<file path="src/core/rcpr_defines.vh">
// Constants of the reset cause and peripheral reset block.
// Assumes inclusion by bare name from the top-level design file and the sim files.
// Overview of operation
// - Peripherals stay in reset while the run bit is 0; bit resets to 0.
// - Active-low peripheral reset output follows the run bit directly.
// - Peripheral reset register bits 31 to 1 read undefined, writes ignored.
// - Clocking field reads back the synchronised clock-selection pins.
// - Writing the clocking field requests a switch to the written scheme.
// - Codes 000, 010, 101, 110, 111 are valid; 001, 011, 100 reserved.
// - Clocking field reads all zeros after reset.
// - Status bits 10 to 7 are read-only and undefined.
// - Status bit 6 shows DSP global idle; resets to 0. Here it follows dspIdle directly, even in and right after reset.
// - Bit 5 set by power-on reset, reads 1 after reset, cleared by 0.
// - Bit 4 set while external reset asserted, reads 1, cleared by 0.
// - Writing 1 never sets any reset cause flag.
// - Bit 3 set by MPU core reset; cleared by pin reset or write 0.
// - Bit 2 set by MPU watchdog reset; cleared by pin or write 0.
// - Bit 1 set by global soft reset; cleared by pin or write 0.
// - One master write with DSP run 0 and MPU reset 1 starts global reset.
// - Bit 0 set by DSP watchdog reset, resets 0, cleared by write 0.
// - MPU core reset bit reads 0 and self-clears after one cycle.
`ifndef RCPR_DEFINES_VH
`define RCPR_DEFINES_VH

// Register byte offsets on the peripheral bus
`define RCPR_OFS_MASTER 8'h10
`define RCPR_OFS_PERIPH 8'h14
`define RCPR_OFS_STATUS 8'h18

// Master reset register fields
`define RCPR_MST_MPU_RST 0
`define RCPR_MST_DSP_RUN 1
`define RCPR_MST_SYS_RST 3
`define RCPR_DSP_RUN_RESET 1'h0

// Peripheral reset register field
`define RCPR_PER_RUN 0
`define RCPR_PER_RUN_RESET 1'h0

// Status register fields
`define RCPR_ST_DSP_WD 0
`define RCPR_ST_GLOB_SW 1
`define RCPR_ST_MPU_WD 2
`define RCPR_ST_MPU_CORE 3
`define RCPR_ST_PIN 4
`define RCPR_ST_POR 5
`define RCPR_ST_DSP_IDLE 6
`define RCPR_ST_CLK_LSB 11
`define RCPR_ST_CLK_MSB 13
`define RCPR_FLAG_COUNT 6
`define RCPR_FLAG_RESET 6'h38
`define RCPR_CLK_RESET 3'h0

// Clocking scheme codes
`define RCPR_CLK_FULL_SYNC 3'h0
`define RCPR_CLK_SYNC_SCALE 3'h2
`define RCPR_CLK_BYPASS 3'h5
`define RCPR_CLK_MIX_THREE 3'h6
`define RCPR_CLK_MIX_FOUR 3'h7

`endif

</file>
<file path="src/core/rcpr_sync3.v">
// Three-stage pin synchroniser with agreement filter.
// Assumes asynchronous pin levels; output moves only when stages two and three agree.
module rcpr_sync3
#(
   parameter WIDTH = 1,
   parameter [WIDTH-1:0] RESET_VAL = {WIDTH{1'b0}}
)
(
   input wire mclk,                 // Block clock
   input wire rst,                  // Synchronous reset, active high
   input wire [WIDTH-1:0] pinIn,    // Raw pin levels
   output wire [WIDTH-1:0] stable   // Filtered, synchronised levels
);

   genvar i;

   generate
      for (i = 0; i < WIDTH; i = i + 1)
      begin : bitSync
         reg stageOne;
         reg stageTwo;
         reg stageThree;
         reg held;
         // Stage one feeds only stage two, so metastability never reaches logic
         always @(posedge mclk)
         begin
            if (rst)
            begin
               stageOne <= RESET_VAL[i];
               stageTwo <= RESET_VAL[i];
               stageThree <= RESET_VAL[i];
               held <= RESET_VAL[i];
            end
            else
            begin
               stageOne <= pinIn[i];
               stageTwo <= stageOne;
               stageThree <= stageTwo;
               if (stageTwo == stageThree)
                  held <= stageThree;
            end
         end
         assign stable[i] = held;
      end
   endgenerate

endmodule

</file>
<file path="src/core/rcpr_flag.v">
// One sticky reset-cause flag.
// Assumes set and clear requests come from logic on mclk.
module rcpr_flag
#(
   parameter [0:0] RESET_VAL = 1'b0
)
(
   input wire mclk,       // Block clock
   input wire rst,        // Synchronous reset, active high
   input wire setEvent,   // Hardware cause seen this cycle
   input wire clearReq,   // Software or pin clear this cycle
   output reg flag        // Sticky flag value
);

   wire next_flag;

   assign next_flag = setEvent | (flag & ~clearReq);

   // Reset value chosen per flag by the parent
   always @(posedge mclk)
   begin
      if (rst)
         flag <= RESET_VAL;
      else
         flag <= next_flag;
   end

endmodule

</file>
<file path="src/core/rcpr_top.v">
// Reset cause status, peripheral reset and clocking-mode request logic.
// Assumes a simple peripheral bus on mclk: one-cycle read or write strobes,
// address stable with the strobe; pins arrive asynchronously.
// Assumes dspIdle and both watchdog inputs come from logic on mclk, so they
// pass no synchroniser and each high cycle counts as one event.
`include "rcpr_defines.vh"

module rcpr_top
(
   input wire mclk,                   // 200 MHz block clock
   input wire rst,                    // Power-on reset, synchronous, active high
   input wire [7:0] busAddr,          // Peripheral bus byte address
   input wire busWrite,               // Write strobe, one cycle
   input wire busRead,                // Read strobe, one cycle
   input wire [31:0] busWdata,        // Write data
   output reg [31:0] busRdata,        // Read data, valid with busReady
   output reg busReady,               // Access done, one-cycle pulse
   input wire devResetPinN,           // Chip reset pin, active low
   input wire [2:0] clockSelectPins,  // Clock selection pins
   input wire mpuWatchdogUnderflow,   // MPU watchdog reset pulse
   input wire dspWatchdogUnderflow,   // DSP watchdog reset pulse
   input wire dspIdle,                // DSP core in global idle
   output wire mpuPeripheralResetN,   // Peripheral reset, active low
   output reg dspRun,                 // DSP core released from reset
   output reg mpuCoreReset,           // MPU core reset, one-cycle pulse
   output reg globalSoftReset,        // Global software reset pulse
   output reg systemReset,            // Whole-system reset pulse
   output reg clockSwitchReq,         // Clocking switch request pulse
   output reg [2:0] clockSwitchMode   // Requested clocking scheme
);

   // Software-visible control state
   reg peripheralRun;

   // Synchronised pin levels
   wire pinStableN;
   wire [2:0] clockSelectStable;

   // Decoded bus strobes
   wire masterWrite;
   wire periphWrite;
   wire statusWrite;

   // Reset cause events and clears, one bit per flag
   wire [`RCPR_FLAG_COUNT-1:0] flagSet;
   wire [`RCPR_FLAG_COUNT-1:0] flagClear;
   wire [`RCPR_FLAG_COUNT-1:0] flagValue;
   wire [`RCPR_FLAG_COUNT-1:0] softClear;
   wire pinClear;

   // Named flag views for readability
   wire dspWatchdogResetFlag;
   wire globalSoftResetFlag;
   wire mpuWatchdogResetFlag;
   wire mpuCoreResetFlag;
   wire pinResetFlag;
   wire powerOnFlag;

   // Master register decode
   wire mpuResetReq;
   wire globalStart;
   wire sysResetReq;

   // Clocking request decode
   wire [2:0] writtenMode;
   wire modeValid;

   // Next values
   reg [31:0] next_busRdata;
   reg next_mpuCoreReset;
   reg next_globalSoftReset;
   reg next_systemReset;
   reg next_clockSwitchReq;

   genvar f;

   // Per-flag reset values; a bit select hands each flag exactly one bit
   localparam [`RCPR_FLAG_COUNT-1:0] flagResetBits = `RCPR_FLAG_RESET;

   // Validity of a clocking code; reserved codes are refused
   function isValidMode;
      input [2:0] mode;
      begin
         case (mode)
            `RCPR_CLK_FULL_SYNC: isValidMode = 1'b1;
            `RCPR_CLK_SYNC_SCALE: isValidMode = 1'b1;
            `RCPR_CLK_BYPASS: isValidMode = 1'b1;
            `RCPR_CLK_MIX_THREE: isValidMode = 1'b1;
            `RCPR_CLK_MIX_FOUR: isValidMode = 1'b1;
            default: isValidMode = 1'b0;
         endcase
      end
   endfunction

   // Chip reset pin; idles high so reset value is 1
   // Seeding the filter with the idle level stops a false pin event after reset
   rcpr_sync3
   #(
      .WIDTH(1),
      .RESET_VAL(1'b1)
   )
   pinSync
   (
      .mclk(mclk),
      .rst(rst),
      .pinIn(devResetPinN),
      .stable(pinStableN)
   );

   // Mode pins are filtered like the reset pin; a read shortly after reset
   // shows zero until the filter has settled on the pins.
   // zero after reset
   rcpr_sync3
   #(
      .WIDTH(3),
      .RESET_VAL(`RCPR_CLK_RESET)
   )
   clockSelSync
   (
      .mclk(mclk),
      .rst(rst),
      .pinIn(clockSelectPins),
      .stable(clockSelectStable)
   );

   // Address decode of write strobes
   // Only the low address byte is decoded; the bus fabric selects the block
   assign masterWrite = busWrite & (busAddr == `RCPR_OFS_MASTER);
   assign periphWrite = busWrite & (busAddr == `RCPR_OFS_PERIPH);
   assign statusWrite = busWrite & (busAddr == `RCPR_OFS_STATUS);

   // Master register: MPU reset and global reset requests
   // A global reset write also carries the core reset bit, so it pulses the
   // core reset and sets the core cause flag along with the global one.
   assign mpuResetReq = masterWrite & busWdata[`RCPR_MST_MPU_RST];
   assign globalStart = mpuResetReq & ~busWdata[`RCPR_MST_DSP_RUN];
   assign sysResetReq = masterWrite & busWdata[`RCPR_MST_SYS_RST];

   // Peripheral run bit; only bit 0 is stored
   // Peripherals leave reset only when software says so, never on their own
   always @(posedge mclk)
   begin
      if (rst)
         peripheralRun <= `RCPR_PER_RUN_RESET;
      else if (periphWrite)
         peripheralRun <= busWdata[`RCPR_PER_RUN];
   end

   assign mpuPeripheralResetN = peripheralRun;

   // DSP run bit; a global reset write carries 0 here and so halts the DSP
   // The DSP stays held after power-on or any master write with this bit 0, until software writes 1 here
   always @(posedge mclk)
   begin
      if (rst)
         dspRun <= `RCPR_DSP_RUN_RESET;
      else if (masterWrite)
         dspRun <= busWdata[`RCPR_MST_DSP_RUN];
   end

   // Self-clearing reset pulses from the master register
   // Pulses are registered so the reset targets see a clean one-cycle level
   always @*
   begin
      next_mpuCoreReset = mpuResetReq;
      next_globalSoftReset = globalStart;
      next_systemReset = sysResetReq;
   end

   always @(posedge mclk)
   begin
      if (rst)
      begin
         mpuCoreReset <= 1'b0;
         globalSoftReset <= 1'b0;
         systemReset <= 1'b0;
      end
      else
      begin
         mpuCoreReset <= next_mpuCoreReset;
         globalSoftReset <= next_globalSoftReset;
         systemReset <= next_systemReset;
      end
   end

   // Clocking switch request; refusing reserved codes keeps the clock tree sane
   // Limitation: every status write carries a mode, so software that only
   // clears flags must write a reserved code, or it requests a switch.
   // A repeated valid code still pulses; the receiver treats it as a no-op.
   assign writtenMode = busWdata[`RCPR_ST_CLK_MSB:`RCPR_ST_CLK_LSB];
   assign modeValid = isValidMode(writtenMode);

   always @*
   begin
      next_clockSwitchReq = statusWrite & modeValid;
   end

   always @(posedge mclk)
   begin
      if (rst)
      begin
         clockSwitchReq <= 1'b0;
         clockSwitchMode <= `RCPR_CLK_RESET;
      end
      else
      begin
         clockSwitchReq <= next_clockSwitchReq;
         if (next_clockSwitchReq)
            clockSwitchMode <= writtenMode;
      end
   end

   // Pin reset is a level: flags follow it for as long as it is held
   // Taking the level rather than an edge clears the MPU-side causes on every cycle of
   // the pulse, but set wins, so a cause raised on the last low cycle survives it.
   assign pinClear = ~pinStableN;

   assign softClear = statusWrite ? ~busWdata[`RCPR_FLAG_COUNT-1:0] : {`RCPR_FLAG_COUNT{1'b0}};

   // Hardware causes per flag
   // Watchdog inputs are pulses from mclk logic, so no edge detect is needed
   // DSP watchdog sets
   assign flagSet[`RCPR_ST_DSP_WD] = dspWatchdogUnderflow;
   assign flagSet[`RCPR_ST_GLOB_SW] = globalStart;
   assign flagSet[`RCPR_ST_MPU_WD] = mpuWatchdogUnderflow;
   assign flagSet[`RCPR_ST_MPU_CORE] = mpuResetReq;
   assign flagSet[`RCPR_ST_PIN] = pinClear;
   // only reset sets; reset value carries it
   assign flagSet[`RCPR_ST_POR] = 1'b0;

   // Clear sources per flag; pin reset clears the MPU-side causes
   assign flagClear[`RCPR_ST_DSP_WD] = softClear[`RCPR_ST_DSP_WD];
   assign flagClear[`RCPR_ST_GLOB_SW] = softClear[`RCPR_ST_GLOB_SW] | pinClear;
   assign flagClear[`RCPR_ST_MPU_WD] = softClear[`RCPR_ST_MPU_WD] | pinClear;
   assign flagClear[`RCPR_ST_MPU_CORE] = softClear[`RCPR_ST_MPU_CORE] | pinClear;
   assign flagClear[`RCPR_ST_PIN] = softClear[`RCPR_ST_PIN];
   assign flagClear[`RCPR_ST_POR] = softClear[`RCPR_ST_POR];

   // One sticky flag per cause
   // Each flag is its own small module, so the set-wins rule lives in one place
   // and a change to it cannot drift between flags.
   generate
      for (f = 0; f < `RCPR_FLAG_COUNT; f = f + 1)
      begin : causeFlag
         rcpr_flag
         #(
            .RESET_VAL(flagResetBits[f])
         )
         flagBit
         (
            .mclk(mclk),
            .rst(rst),
            .setEvent(flagSet[f]),
            .clearReq(flagClear[f]),
            .flag(flagValue[f])
         );
      end
   endgenerate

   assign dspWatchdogResetFlag = flagValue[`RCPR_ST_DSP_WD];
   assign globalSoftResetFlag = flagValue[`RCPR_ST_GLOB_SW];
   assign mpuWatchdogResetFlag = flagValue[`RCPR_ST_MPU_WD];
   assign mpuCoreResetFlag = flagValue[`RCPR_ST_MPU_CORE];
   assign pinResetFlag = flagValue[`RCPR_ST_PIN];
   assign powerOnFlag = flagValue[`RCPR_ST_POR];

   // Read multiplexer; undefined bits return zero so reads are repeatable
   // Zeros cost nothing here and let software compare whole words; code must
   // still mask the undefined bits, as another build may return other values.
   always @*
   begin
      next_busRdata = 32'h0;
      if (busRead)
      begin
         case (busAddr)
            `RCPR_OFS_MASTER:
            begin
               next_busRdata[`RCPR_MST_MPU_RST] = 1'b0;
               next_busRdata[`RCPR_MST_DSP_RUN] = dspRun;
            end
            `RCPR_OFS_PERIPH:
            begin
               next_busRdata[`RCPR_PER_RUN] = peripheralRun;
            end
            `RCPR_OFS_STATUS:
            begin
               next_busRdata[`RCPR_ST_CLK_MSB:`RCPR_ST_CLK_LSB] = clockSelectStable;
               next_busRdata[`RCPR_ST_DSP_IDLE] = dspIdle;
               next_busRdata[`RCPR_ST_POR] = powerOnFlag;
               next_busRdata[`RCPR_ST_PIN] = pinResetFlag;
               next_busRdata[`RCPR_ST_MPU_CORE] = mpuCoreResetFlag;
               next_busRdata[`RCPR_ST_MPU_WD] = mpuWatchdogResetFlag;
               next_busRdata[`RCPR_ST_GLOB_SW] = globalSoftResetFlag;
               next_busRdata[`RCPR_ST_DSP_WD] = dspWatchdogResetFlag;
            end
            default:
            begin
               // Unmapped addresses read zero
               next_busRdata = 32'h0;
            end
         endcase
      end
   end

   // Bus answer one cycle after any strobe; data held until the next read
   // Writes are answered too, so a master sees the same latency on every
   // access; back-to-back strobes give back-to-back answers.
   always @(posedge mclk)
   begin
      if (rst)
      begin
         busRdata <= 32'h0;
         busReady <= 1'b0;
      end
      else
      begin
         busReady <= busRead | busWrite;
         if (busRead)
            busRdata <= next_busRdata;
      end
   end

endmodule

</file>
<file path="config.mk">
export PLATFORM = sky130hd
export DESIGN_NAME = rcpr_top
export DESIGN_NICKNAME = d
export VERILOG_FILES = /design/src/core/rcpr_sync3.v /design/src/core/rcpr_flag.v /design/src/core/rcpr_top.v
export VERILOG_INCLUDE_DIRS = /design/src /design/src/core
export SDC_FILE = /design/constraint.sdc
export NUM_CORES = 1
export LEC_CHECK = 0
export CAP_MARGIN = 20
export CORE_MARGIN = 3
export CORE_UTILIZATION = 34
export CTS_BUF_LIST = sky130_fd_sc_hd__clkbuf_8 sky130_fd_sc_hd__clkbuf_16
export CTS_CLUSTER_DIAMETER = 50
export DETAILED_ROUTE_END_ITERATION = 6
export DONT_BUFFER_PORTS = 1
export PLACE_DENSITY = 0.47
export SLEW_MARGIN = 20
export SYNTH_ARGS = -nofsm -noshare
export SYNTH_HDL_FRONTEND = slang
export SYNTH_SLANG_ARGS = --single-unit
</file>
<file path="constraint.sdc">
create_clock -name mclk -period 1.6 [get_ports mclk]
set_clock_uncertainty 0.15 [all_clocks]
set_input_delay 0.08 -clock mclk [delete_from_list [all_inputs] [get_ports mclk]]
set_output_delay 0.08 -clock mclk [all_outputs]
set_load 0.005 [all_outputs]
</file>
==> results.py, run 1 <==
metrics = {
    "sta": {
        "drv_slew": 0,
        "finalHoldViolCount": 0,
        "worstMarginPinSlew_ns": 0.539,
        "min_period_ns": 1.54,
        "timing.fmax_mhz": 650,
        "holdWs_ns": 0.0106,
        "max-slew-margin-rel_pct": 63.9,
        "finalCritPeriodShare_pct": 96.2,
        "setup_slack_ns": 0.0609,
        "finalSetupViolations": 0,
    },
    "drt": {
        "vias": 1328,
        "vias_per_cell": 4.63,
        "drt_pass1_iterations": 4,
        "ant_nets": 0,
        "drtIter0Drc": 62,
        "drc_errors": 0,
        "finalWirelength_um": 4100,
        "wl_per_cell_um": 14.3,
    },
    "die": {
        "core_area_mm2": 0.00479,
        "die_area_mm2": 0.00592,
        "die_w_um": 77.0,
        "initial_core_util_pct": 35.8,
        "chipHeight_um": 77.0,
        "top_level_ports": 93,
        "floorplan.rows": 25,
    },
    "placement": {
        "place_hpwl_um": 2520,
        "gp_congestion": 0.689,
        "dp_slack_ns": 0.132,
        "io_buffer_count": 0,
        "place_area_mm2": 0.00172,
        "dpl.cell_count": 248,
    },
    "global_route": {
        "grt_max_degree": 42,
        "grt_usage_pct": 13.7,
        "overflow": 0,
        "grt_pass1_wl_um": 6400,
        "first_global_vias": 1275,
        "antenna_found_initial": 0,
    },
    "power": {
        "peakVddDrop_v": 0.000455,
        "power_density_mw_per_mm2": 883,
        "leakage_uw": 0.000853,
        "power_uw": 1910,
    },
    "worst_hold_path": {
        "hold_class": "in2reg",
        "min_to": "dspRun$_SDFFE_PP0N_",
        "hold_start": "busAddr[6]",
        "holdPathStages": 4,
    },
    "setup_path": {
        "crit_path_max_fanout": 5,
        "reg2reg_from": "mpuPeripheralResetN$_SDFFE_PP0P_",
        "critPathSlowestCell": "dlygate4sd3_1",
        "reg2reg_depth": 5,
        "cp.arrival_ns": 1.63,
        "crit_chain": "or4b_4 > nor2_4 > a31oi_2 > dlygate4sd3_1 > nand2_1",
        "r2r_slack_ns": 0.10,
        "crit_path_end_kind": "flip-flop",
        "critical_path.top_delay_family": "simple AND/OR/NAND/NOR gates",
        "required_ns": 1.69,
        "critPathLaunchType": "primary input",
        "path_buf_inv": 1,
        "critical_path_class": "in2reg",
        "r2r-end": "busRdata[0]$_SDFFE_PP0P_",
        "slowest_delay_ns": 0.58,
    },
    "clocking": {
        "cts_tree": "built",
        "clockBufferDepth": 2,
        "cts.sinks": 42,
        "cts-root-buf": "clkbuf_8",
        "cts.htree.levels": 2,
        "clkSlewWorstSetupHoldPaths_ns": 0.08,
        "clk_latency_ns": 0.29,
        "numCtsBuffers": 5,
    },
    "yosys": {
        "synth_seq_cells": 42,
        "yosys.area.top_type": "dfxtp_1",
        "netlist_instances": 185,
        "yosysUniqueCellTypes": 36,
        "syn_area_mm2": 0.00171,
        "synth_area_leaders": "dfxtp_1 (49%), buf_4 (9.6%), nor2b_1 (7.7%)",
        "yosysTopAreaCellShare_pct": 49.1,
        "yosysSeqAreaShare_pct": 49.1,
        "synth_area_per_cell_um2": 9.25,
        "yosys_warnings": 0,
        "synth_ff_type": "dfxtp_1",
        "synthArstFlopShare_pct": 0,
        "synth_edf_count": 0,
    },
    "layout": {
        "multi_input_area_um2": 764,
        "diodes": 0,
        "area_growth_pct": 26.3,
        "final_cell_mix": "dfxtp_1 (41), dlygate4sd3_1 (28), conb_1 (22)",
        "nFillCells": 467,
        "final_cell_area_mm2": 0.00216,
        "final_cells": 287,
        "final_common_cell": "dfxtp_1",
        "nNetsFinal": 270,
        "final_layout_size_suffix_gt1_share_pct": 10.5,
        "register_area_um2": 842,
    },
    "run_status": {
        "status": "finished clean",
    },
    "run": {
        "drv_cap": 0,
    },
}
## repair_timing
action / CTS / global route
hold buffers: 27 / 4
resized for setup: 0 / 4
endpoints found under the hold margin: 42 / 4
buffers inserted: 0 / 0
endpoints found under the setup margin: 0 / 3
## per-layer routing
metal	routed length (µm)	vias to the layer above	GRT usage [%]
met5	0	-	0
met4	22	0	4.35
met3	346	2	4.46
met2	1920	53	21.6
met1	1810	622	17.8
li1	-	651	-
## cell families (layout without fill, tap and decap cells)
kind of cell	count (synthesis)	after routing	share of synthesized area, %
compound gates	36	36	12.3
simple gates	74	74	25.7
flops	42	42	49.1
mux	2	2	1.24
buf+inv	30	44	11.5
other cells	1	22	0.219
## worst register-to-register path: cells and delay by family, from the launching register on
family / cells / cell delay, ns
AO/OA/AOI/OAI: 1 / 0.15
buffers and inverters: 1 / 0.55
flip-flops: 1 / 0.37
AND/OR/NAND/NOR: 3 / 0.22
## report_power, final
part / internal, µW / switching, µW
sequential: 1060 / 7.39
combinational: 75.0 / 73.8
clock: 342 / 349
## registers in the layout, summed over array words and instances (netlist names)
name / count
clockSwitchMode: 3
mpuPeripheralResetN: 1
mpuCoreReset: 1
pinSync.bitSync.stageTwo: 1
causeFlag.flagBit.flag: 6
dspRun: 1
busReady: 1
clockSelSync.bitSync.held: 3
systemReset: 1
clockSelSync.bitSync.stageThree: 3
clockSwitchReq: 1
busRdata: 10
pinSync.stable: 1
pinSync.bitSync.stageOne: 1
pinSync.bitSync.stageThree: 1
clockSelSync.bitSync.stageTwo: 3
globalSoftReset: 1
clockSelSync.bitSync.stageOne: 3
## through the flow
stage | utilization, % | setup TNS [ns]
2_1_floorplan | - | 0
3_3_place_gp | 35.9 | 0
3_5_place_dp | 35.9 | 0
4_1_cts | 43.7 | 0
5_1_grt | 45.2 | -0.0222
6_report | 45.2 | 0
## how the worst max path moves through the flow
| stage | startpoint | to | slack, ns | cells after the start |
|---|---|---|---|---|
| finish | busAddr[5] | causeFlag[3].flagBit.flag$_SDFF_PP1_ | 0.06 | 5 |
| global route | busAddr[5] | globalSoftReset$_SDFF_PP0_ | -0.02 | 5 |
| CTS | rst | causeFlag[3].flagBit.flag$_SDFF_PP1_ | 0.03 | 5 |
| detailed placement | busAddr[5] | clockSwitchMode[1]$_SDFFE_PP0P_ | 0.13 | 4 |
| global placement | busAddr[5] | clockSwitchReq$_SDFF_PP0_ | 0.15 | 4 |
| floorplan | busAddr[5] | clockSwitchMode[1]$_SDFFE_PP0P_ | 0.28 | 4 |
## Yosys cell counts (2+ instances only)
cell type and count:
dfxtp_1 42, buf_4 22, nor2b_1 21, a21oi_1 17
nor2_1 16, nand2_1 9, clkbuf_1 4, nand2b_1 4
nand3_1 4, o21ai_0 4, o21ai_1 4, a31oi_1 3
nand4_1 3, o211ai_1 3, or2_2 3, inv_1 2
nand3b_1 2, nor3b_1 2, nor4b_2 2, o21bai_1 2
## layout make-up
type / instances / share of cell area, %
sequential: 42 / 38.9
clock inverter: 2 / 0.405
timing repair buffer: 34 / 17.2
clock buffer: 6 / 3.82
inverter: 2 / 0.347
multi-input combinational: 134 / 35.4
tap: 67 / 3.88
(Power assumes the default switching activity.)
==> run 2: changes to the inputs <==
Settings changed: CORE_ASPECT_RATIO from default to 0.9, CORE_MARGIN 3 to 2.
==> run 2 against run 1 <==
Net effect: hold slack lost 0.0067 ns; first-iteration DRC count decreased by 16%; combinational power grew 3%; routed wire length down 4.6%; clock power increased by 18%; register-to-register slack improved by 0.19 ns; non-clock buffer count is 1 higher; sequential cell count is the same; design area decreased by 0.40%; critical path type unchanged; largest cell class unchanged.
==> results.py, run 2 (same netlist as run 1, synthesis figures left out) <==
metrics = {
    "die": {
        "floorplan.rows": 24,
        "die_w_um": 78.8,
        "core_area_mm2": 0.00483,
        "top_level_ports": 93,
        "chipHeight_um": 71.3,
        "initial_core_util_pct": 35.4,
        "die_area_mm2": 0.00562,
    },
    "global_route": {
        "grt_usage_pct": 14.8,
        "overflow": 0,
        "first_global_vias": 1358,
        "grt_pass1_wl_um": 6300,
        "antenna_found_initial": 0,
        "grt_max_degree": 42,
    },
    "layout": {
        "largest_reg_flops": 10,
        "top_regs": "busRdata (10), causeFlag.flagBit.flag (6)",
        "final_common_cell": "dfxtp_1",
        "final_cells": 286,
        "final_layout_size_suffix_gt1_share_pct": 10.4,
        "regMostFlops": "busRdata",
        "diodes": 0,
        "nNetsFinal": 271,
        "final_cell_mix": "dfxtp_1 (42), dlygate4sd3_1 (30), conb_1 (22)",
        "area_growth_pct": 25.8,
    },
    "setup_path": {
        "crit_path_end_kind": "flip-flop",
        "critPathLaunchType": "primary input",
        "crit_path_max_fanout": 11,
        "critical_path_class": "in2reg",
        "cp.arrival_ns": 1.57,
        "required_ns": 1.63,
    },
    "drt": {
        "wl_per_cell_um": 13.7,
        "vias": 1346,
        "vias_per_cell": 4.71,
        "drc_errors": 0,
        "finalWirelength_um": 3910,
        "drt_pass1_iterations": 4,
        "ant_nets": 0,
        "drtIter0Drc": 52,
    },
    "clocking": {
        "cts.sinks": 42,
        "cts-root-buf": "clkbuf_8",
        "cts_tree": "built",
        "cts.htree.levels": 2,
        "clk_latency_ns": 0.29,
        "numCtsBuffers": 5,
        "clkSlewWorstSetupHoldPaths_ns": 0.08,
        "clockBufferDepth": 2,
    },
    "sta": {
        "min_period_ns": 1.54,
        "setup-tns-final_ns": 0,
        "finalHoldViolCount": 0,
        "drv_slew": 0,
        "finalCritPeriodShare_pct": 96.1,
        "max-slew-margin-rel_pct": 63.1,
        "finalSetupViolations": 0,
        "timing.fmax_mhz": 650,
        "worstMarginPinSlew_ns": 0.552,
    },
    "power": {
        "peakVddDrop_v": 0.000476,
        "clkPwrFrac_pct": 40.0,
        "switching_share_pct": 21.4,
        "intPower_uw": 1600,
        "seqPwrFrac_pct": 52.5,
        "leakage_uw": 0.000850,
        "p_sw_uw": 437,
        "p_comb_share_pct": 7.5,
        "power_density_mw_per_mm2": 947,
    },
    "placement": {
        "gp_congestion": 0.689,
        "place_hpwl_um": 2440,
        "dpl.cell_count": 246,
        "io_buffer_count": 0,
    },
    "worst_hold_path": {
        "hold_class": "in2reg",
    },
    "run": {
        "drv_cap": 0,
    },
    "run_status": {
        "status": "finished clean",
    },
}
==> run 2: changes by cell type in the layout (fill, tap and decap cells not counted), sizes merged <==
cell,change
clkbuf,-2
dlygate4sd3,+2
buf,+1
bufinv,+1
clkinv,+1
dlymetal6s4s,-1
inv,-1
==> run 2: power groups by stage <==
stage | Clock, µW | Combinational, µW | Sequential [µW]
3_3_place_gp | 0 | 55.1 | 1090
3_5_place_dp | 0 | 55.7 | 1090
5_1_grt | 900 | 170 | 1070
4_1_cts | 851 | 142 | 1070
6_report | 816 | 153 | 1070
2_1_floorplan | 0 | 102 | 1090
==> run 2: worst paths after layout <==
check / depth (start not counted) / end / startpoint / slack [ns]
setup / recovery: 6 / causeFlag[0].flagBit.flag$_SDFF_PP0_ / busAddr[2] / 0.06
hold / removal: 3 / clockSwitchMode[0]$_SDFFE_PP0P_ / busWdata[13] / 0.004
hold reg to reg: 1 / pinSync.bitSync[0].stageTwo$_SDFF_PP1_ / pinSync.bitSync[0].stageOne$_SDFF_PP1_ / 0.27
setup reg to reg: 3 / causeFlag[0].flagBit.flag$_SDFF_PP0_ / causeFlag[0].flagBit.flag$_SDFF_PP0_ / 0.29
==> run 2: final cells by class <==
class                      instances  area [µm²]
inverter                           2        7.51
clock buffer                       5        68.8
timing repair buffer              35         350
multi-input combinational        134         764
tap                               65        81.3
clock inverter                     3        40.0
fill                             481        2680
sequential                        42         841
==> run 2: timing repair <==
item | 4_1_cts | 5_1_grt
hold buffers | 29 | 3
buffers inserted | 0 | 1
endpoints found under the setup margin | 0 | 2
resized for setup | 0 | 2
endpoints found under the hold margin | 42 | 1
==> run 2: per-layer routing <==
layer  vias up  GRT usage [%]  share of wire [%]
met2        66           24.5                 48
li1        654              -                  -
met3         2           6.42                8.8
met5         -              0                  0
met1       624           17.4                 42
met4         0           5.07               0.66
==> run 2: worst max-delay path, stage by stage <==
cell	delay [ns]
nor3_1	0.30
nand3_1	0.20
buf_4	0.23
o21ai_1	0.12
a21oi_1	0.08
dlygate4sd3_1	0.56
==> run 2: metrics by stage <==
step	hold slack, ns	area [µm²]	power, µW	worst slack [ns]	utilization (%)
5_1_grt	0.0146	2150	2140	-0.000948	44.5
6_report	0.00383	2150	2040	0.0627	44.5
2_1_floorplan	0.00594	1790	1190	0.277	-
3_5_place_dp	0.00516	1710	1150	0.148	35.3
3_3_place_gp	0.00321	1710	1150	0.166	35.3
4_1_cts	0.00109	2110	2060	0.0587	43.7
==> run 3: changes to the inputs <==
Settings changed: ABC_AREA from default to 1, GPL_TIMING_DRIVEN from default to 0.
==> run 3 against run 2 <==
Net effect: register-to-register slack worse by 0.15 ns; fmax is 5.6% higher; synthesized cell count is 29% higher; combinational power is 34% higher.
==> results.py, run 3 <==
metrics = {
    "global_route": {
        "antenna_found_initial": 0,
        "first_global_vias": 1353,
        "grt_pass1_wl_um": 6260,
        "grt_max_degree": 14,
        "grt_usage_pct": 14.3,
        "overflow": 0,
    },
    "die": {
        "die_area_mm2": 0.00579,
        "die_w_um": 80.0,
        "initial_core_util_pct": 35.8,
        "core_area_mm2": 0.00492,
        "top_level_ports": 93,
        "chipHeight_um": 72.4,
        "floorplan.rows": 24,
    },
    "setup_path": {
        "crit_path_max_fanout": 5,
        "crit_path_end_kind": "flip-flop",
        "critPathLaunchType": "flip-flop",
        "required_ns": 1.69,
        "critical_path_class": "reg2reg",
        "cp.arrival_ns": 1.55,
    },
    "power": {
        "p_sw_uw": 471,
        "p_comb_share_pct": 10.5,
        "power_uw": 1950,
        "leakage_uw": 0.00110,
        "clkPwrFrac_pct": 33.6,
        "seqPwrFrac_pct": 55.9,
        "peakVddDrop_v": 0.000462,
        "power_density_mw_per_mm2": 848,
        "switching_share_pct": 24.1,
        "intPower_uw": 1480,
    },
    "layout": {
        "nFillCells": 531,
        "final_layout_size_suffix_gt1_share_pct": 14.9,
        "area_growth_pct": 30.5,
        "largest_reg_flops": 10,
        "top_regs": "busRdata (10), causeFlag.flagBit.flag (6)",
        "nNetsFinal": 346,
        "final_common_cell": "nand2_1",
        "register_area_um2": 841,
        "diodes": 0,
        "final_cell_mix": "nand2_1 (43), dfxtp_1 (42), inv_1 (33)",
        "utilization_pct": 46.8,
        "multi_input_area_um2": 674,
        "regMostFlops": "busRdata",
    },
    "clocking": {
        "numCtsBuffers": 5,
        "cts.htree.levels": 2,
        "clk_latency_ns": 0.30,
        "cts.sinks": 42,
        "clockBufferDepth": 2,
        "cts-root-buf": "clkbuf_8",
        "clkSlewWorstSetupHoldPaths_ns": 0.08,
        "cts_tree": "built",
    },
    "yosys": {
        "synth-compound-area-share_pct": 9.78,
        "synthArstFlopShare_pct": 0,
        "synthTopCellsByCount": "nand2_1 (43), dfxtp_1 (42), inv_1 (32), nor2_1 (32), buf_4 (22)",
        "yosysMostFrequentCell": "nand2_1",
        "syn_area_mm2": 0.00177,
        "synth_fa_ha_area_share_pct": 0,
        "yosysUniqueCellTypes": 21,
        "synth_ff_type": "dfxtp_1",
        "netlist_instances": 238,
        "synth_seq_cells": 42,
        "synth.area.mux_share_pct": 0,
        "yosys_warnings": 0,
        "synthXorXnorAreaFrac_pct": 0,
        "synth_area_leaders": "dfxtp_1 (48%), buf_4 (9.4%), nand2_1 (9.1%)",
        "yosysTopAreaCellShare_pct": 47.6,
        "synth_top_family_by_area": "simple AND/OR/NAND/NOR gates",
        "synthSimpleGateAreaFrac_pct": 23.7,
        "synth_edf_count": 0,
        "yosysSeqAreaShare_pct": 47.6,
        "yosys.area.top_type": "dfxtp_1",
        "synth_area_per_cell_um2": 7.42,
    },
    "drt": {
        "wl_per_cell_um": 10.6,
        "ant_nets": 0,
        "drtIter0Drc": 42,
        "drc_errors": 0,
        "finalWirelength_um": 3840,
        "drt_pass1_iterations": 4,
        "vias": 1469,
        "vias_per_cell": 4.07,
    },
    "sta": {
        "holdWs_ns": 0.0152,
        "min_period_ns": 1.46,
        "rsz0062_at_grt": "no",
        "worstMarginPinSlew_ns": 0.500,
        "max-slew-margin-rel_pct": 66.6,
        "finalCritPeriodShare_pct": 91.0,
        "finalHoldViolCount": 0,
        "setup-tns-final_ns": 0,
        "setup_slack_ns": 0.144,
        "drv_slew": 0,
        "finalSetupViolations": 0,
        "timing.fmax_mhz": 687,
    },
    "run": {
        "drv_cap": 0,
    },
    "placement": {
        "gp_congestion": 0.674,
        "io_buffer_count": 0,
        "dp_slack_ns": 0.437,
        "place_hpwl_um": 2680,
    },
    "run_status": {
        "status": "finished clean",
    },
    "worst_hold_path": {
        "hold_class": "in2reg",
    },
}
## run 3: power by group through the flow
stage | registers (µW) | logic [µW] | clock network [µW]
2_1_floorplan | 1110 | 130 | 0
3_3_place_gp | 1120 | 151 | 0
3_5_place_dp | 1120 | 152 | 0
4_1_cts | 1090 | 202 | 690
5_1_grt | 1100 | 233 | 749
6_report | 1090 | 205 | 657
## run 3: final timing paths
path,slack (ns),cells past startpoint,end,startpoint
max,0.14,4,causeFlag[1].flagBit.flag$_SDFF_PP0_,pinSync.stable$_SDFFE_PP1N_
min,0.02,7,busRdata[1]$_SDFFE_PP0P_,busAddr[0]
max reg2reg,0.14,4,causeFlag[1].flagBit.flag$_SDFF_PP0_,pinSync.stable$_SDFFE_PP1N_
min reg2reg,0.25,2,clockSelSync.bitSync[0].stageTwo$_SDFF_PP0_,clockSelSync.bitSync[0].stageOne$_SDFF_PP0_
## run 3: through the flow
step | area (µm²) | cells
after global placement | 1930 | 324
after detailed placement | 1930 | 324
after global routing | 2300 | 361
after CTS | 2290 | 360
after floorplan | 1840 | 259
final | 2300 | 361
## run 3: area by class of cell
class,count,area share [%]
multi-input combinational,154,29.3
inverter,34,5.65
tap,65,3.53
buffer,29,8.74
clock inverter,3,0.760
timing repair buffer,29,12.6
clock buffer,5,2.99
sequential,42,36.5
## run 3: what timing repair did
| item | 4_1_cts | 5_1_grt |
|---|---|---|
| setup buffers | 0 | 1 |
| resized for setup | 0 | 2 |
| endpoints found under the setup margin | 0 | 1 |
| hold endpoints to repair | 29 | 0 |
| hold buffers | 28 | 0 |
## run 3: logic make-up after synthesis
kind of cell    count (synthesis)
simple gates                   98
buf+inv                        63
flops                          42
compound gates                 34
other cells                     1
## run 3: per-layer routing
metal  vias up  GRT usage, %  wire (µm)
li1        802             -          -
met1       620          18.3       1860
met2        40          21.3       1640
met3         7          5.72        276
met4         0          6.21         62
met5         -             0          0
## run 3: critical path, stage by stage, from the launching register on
cell	delay, ns
dfxtp_1	0.41
nand3_1	0.09
o21bai_1	0.15
nand2_1	0.06
dlygate4sd3_1	0.53
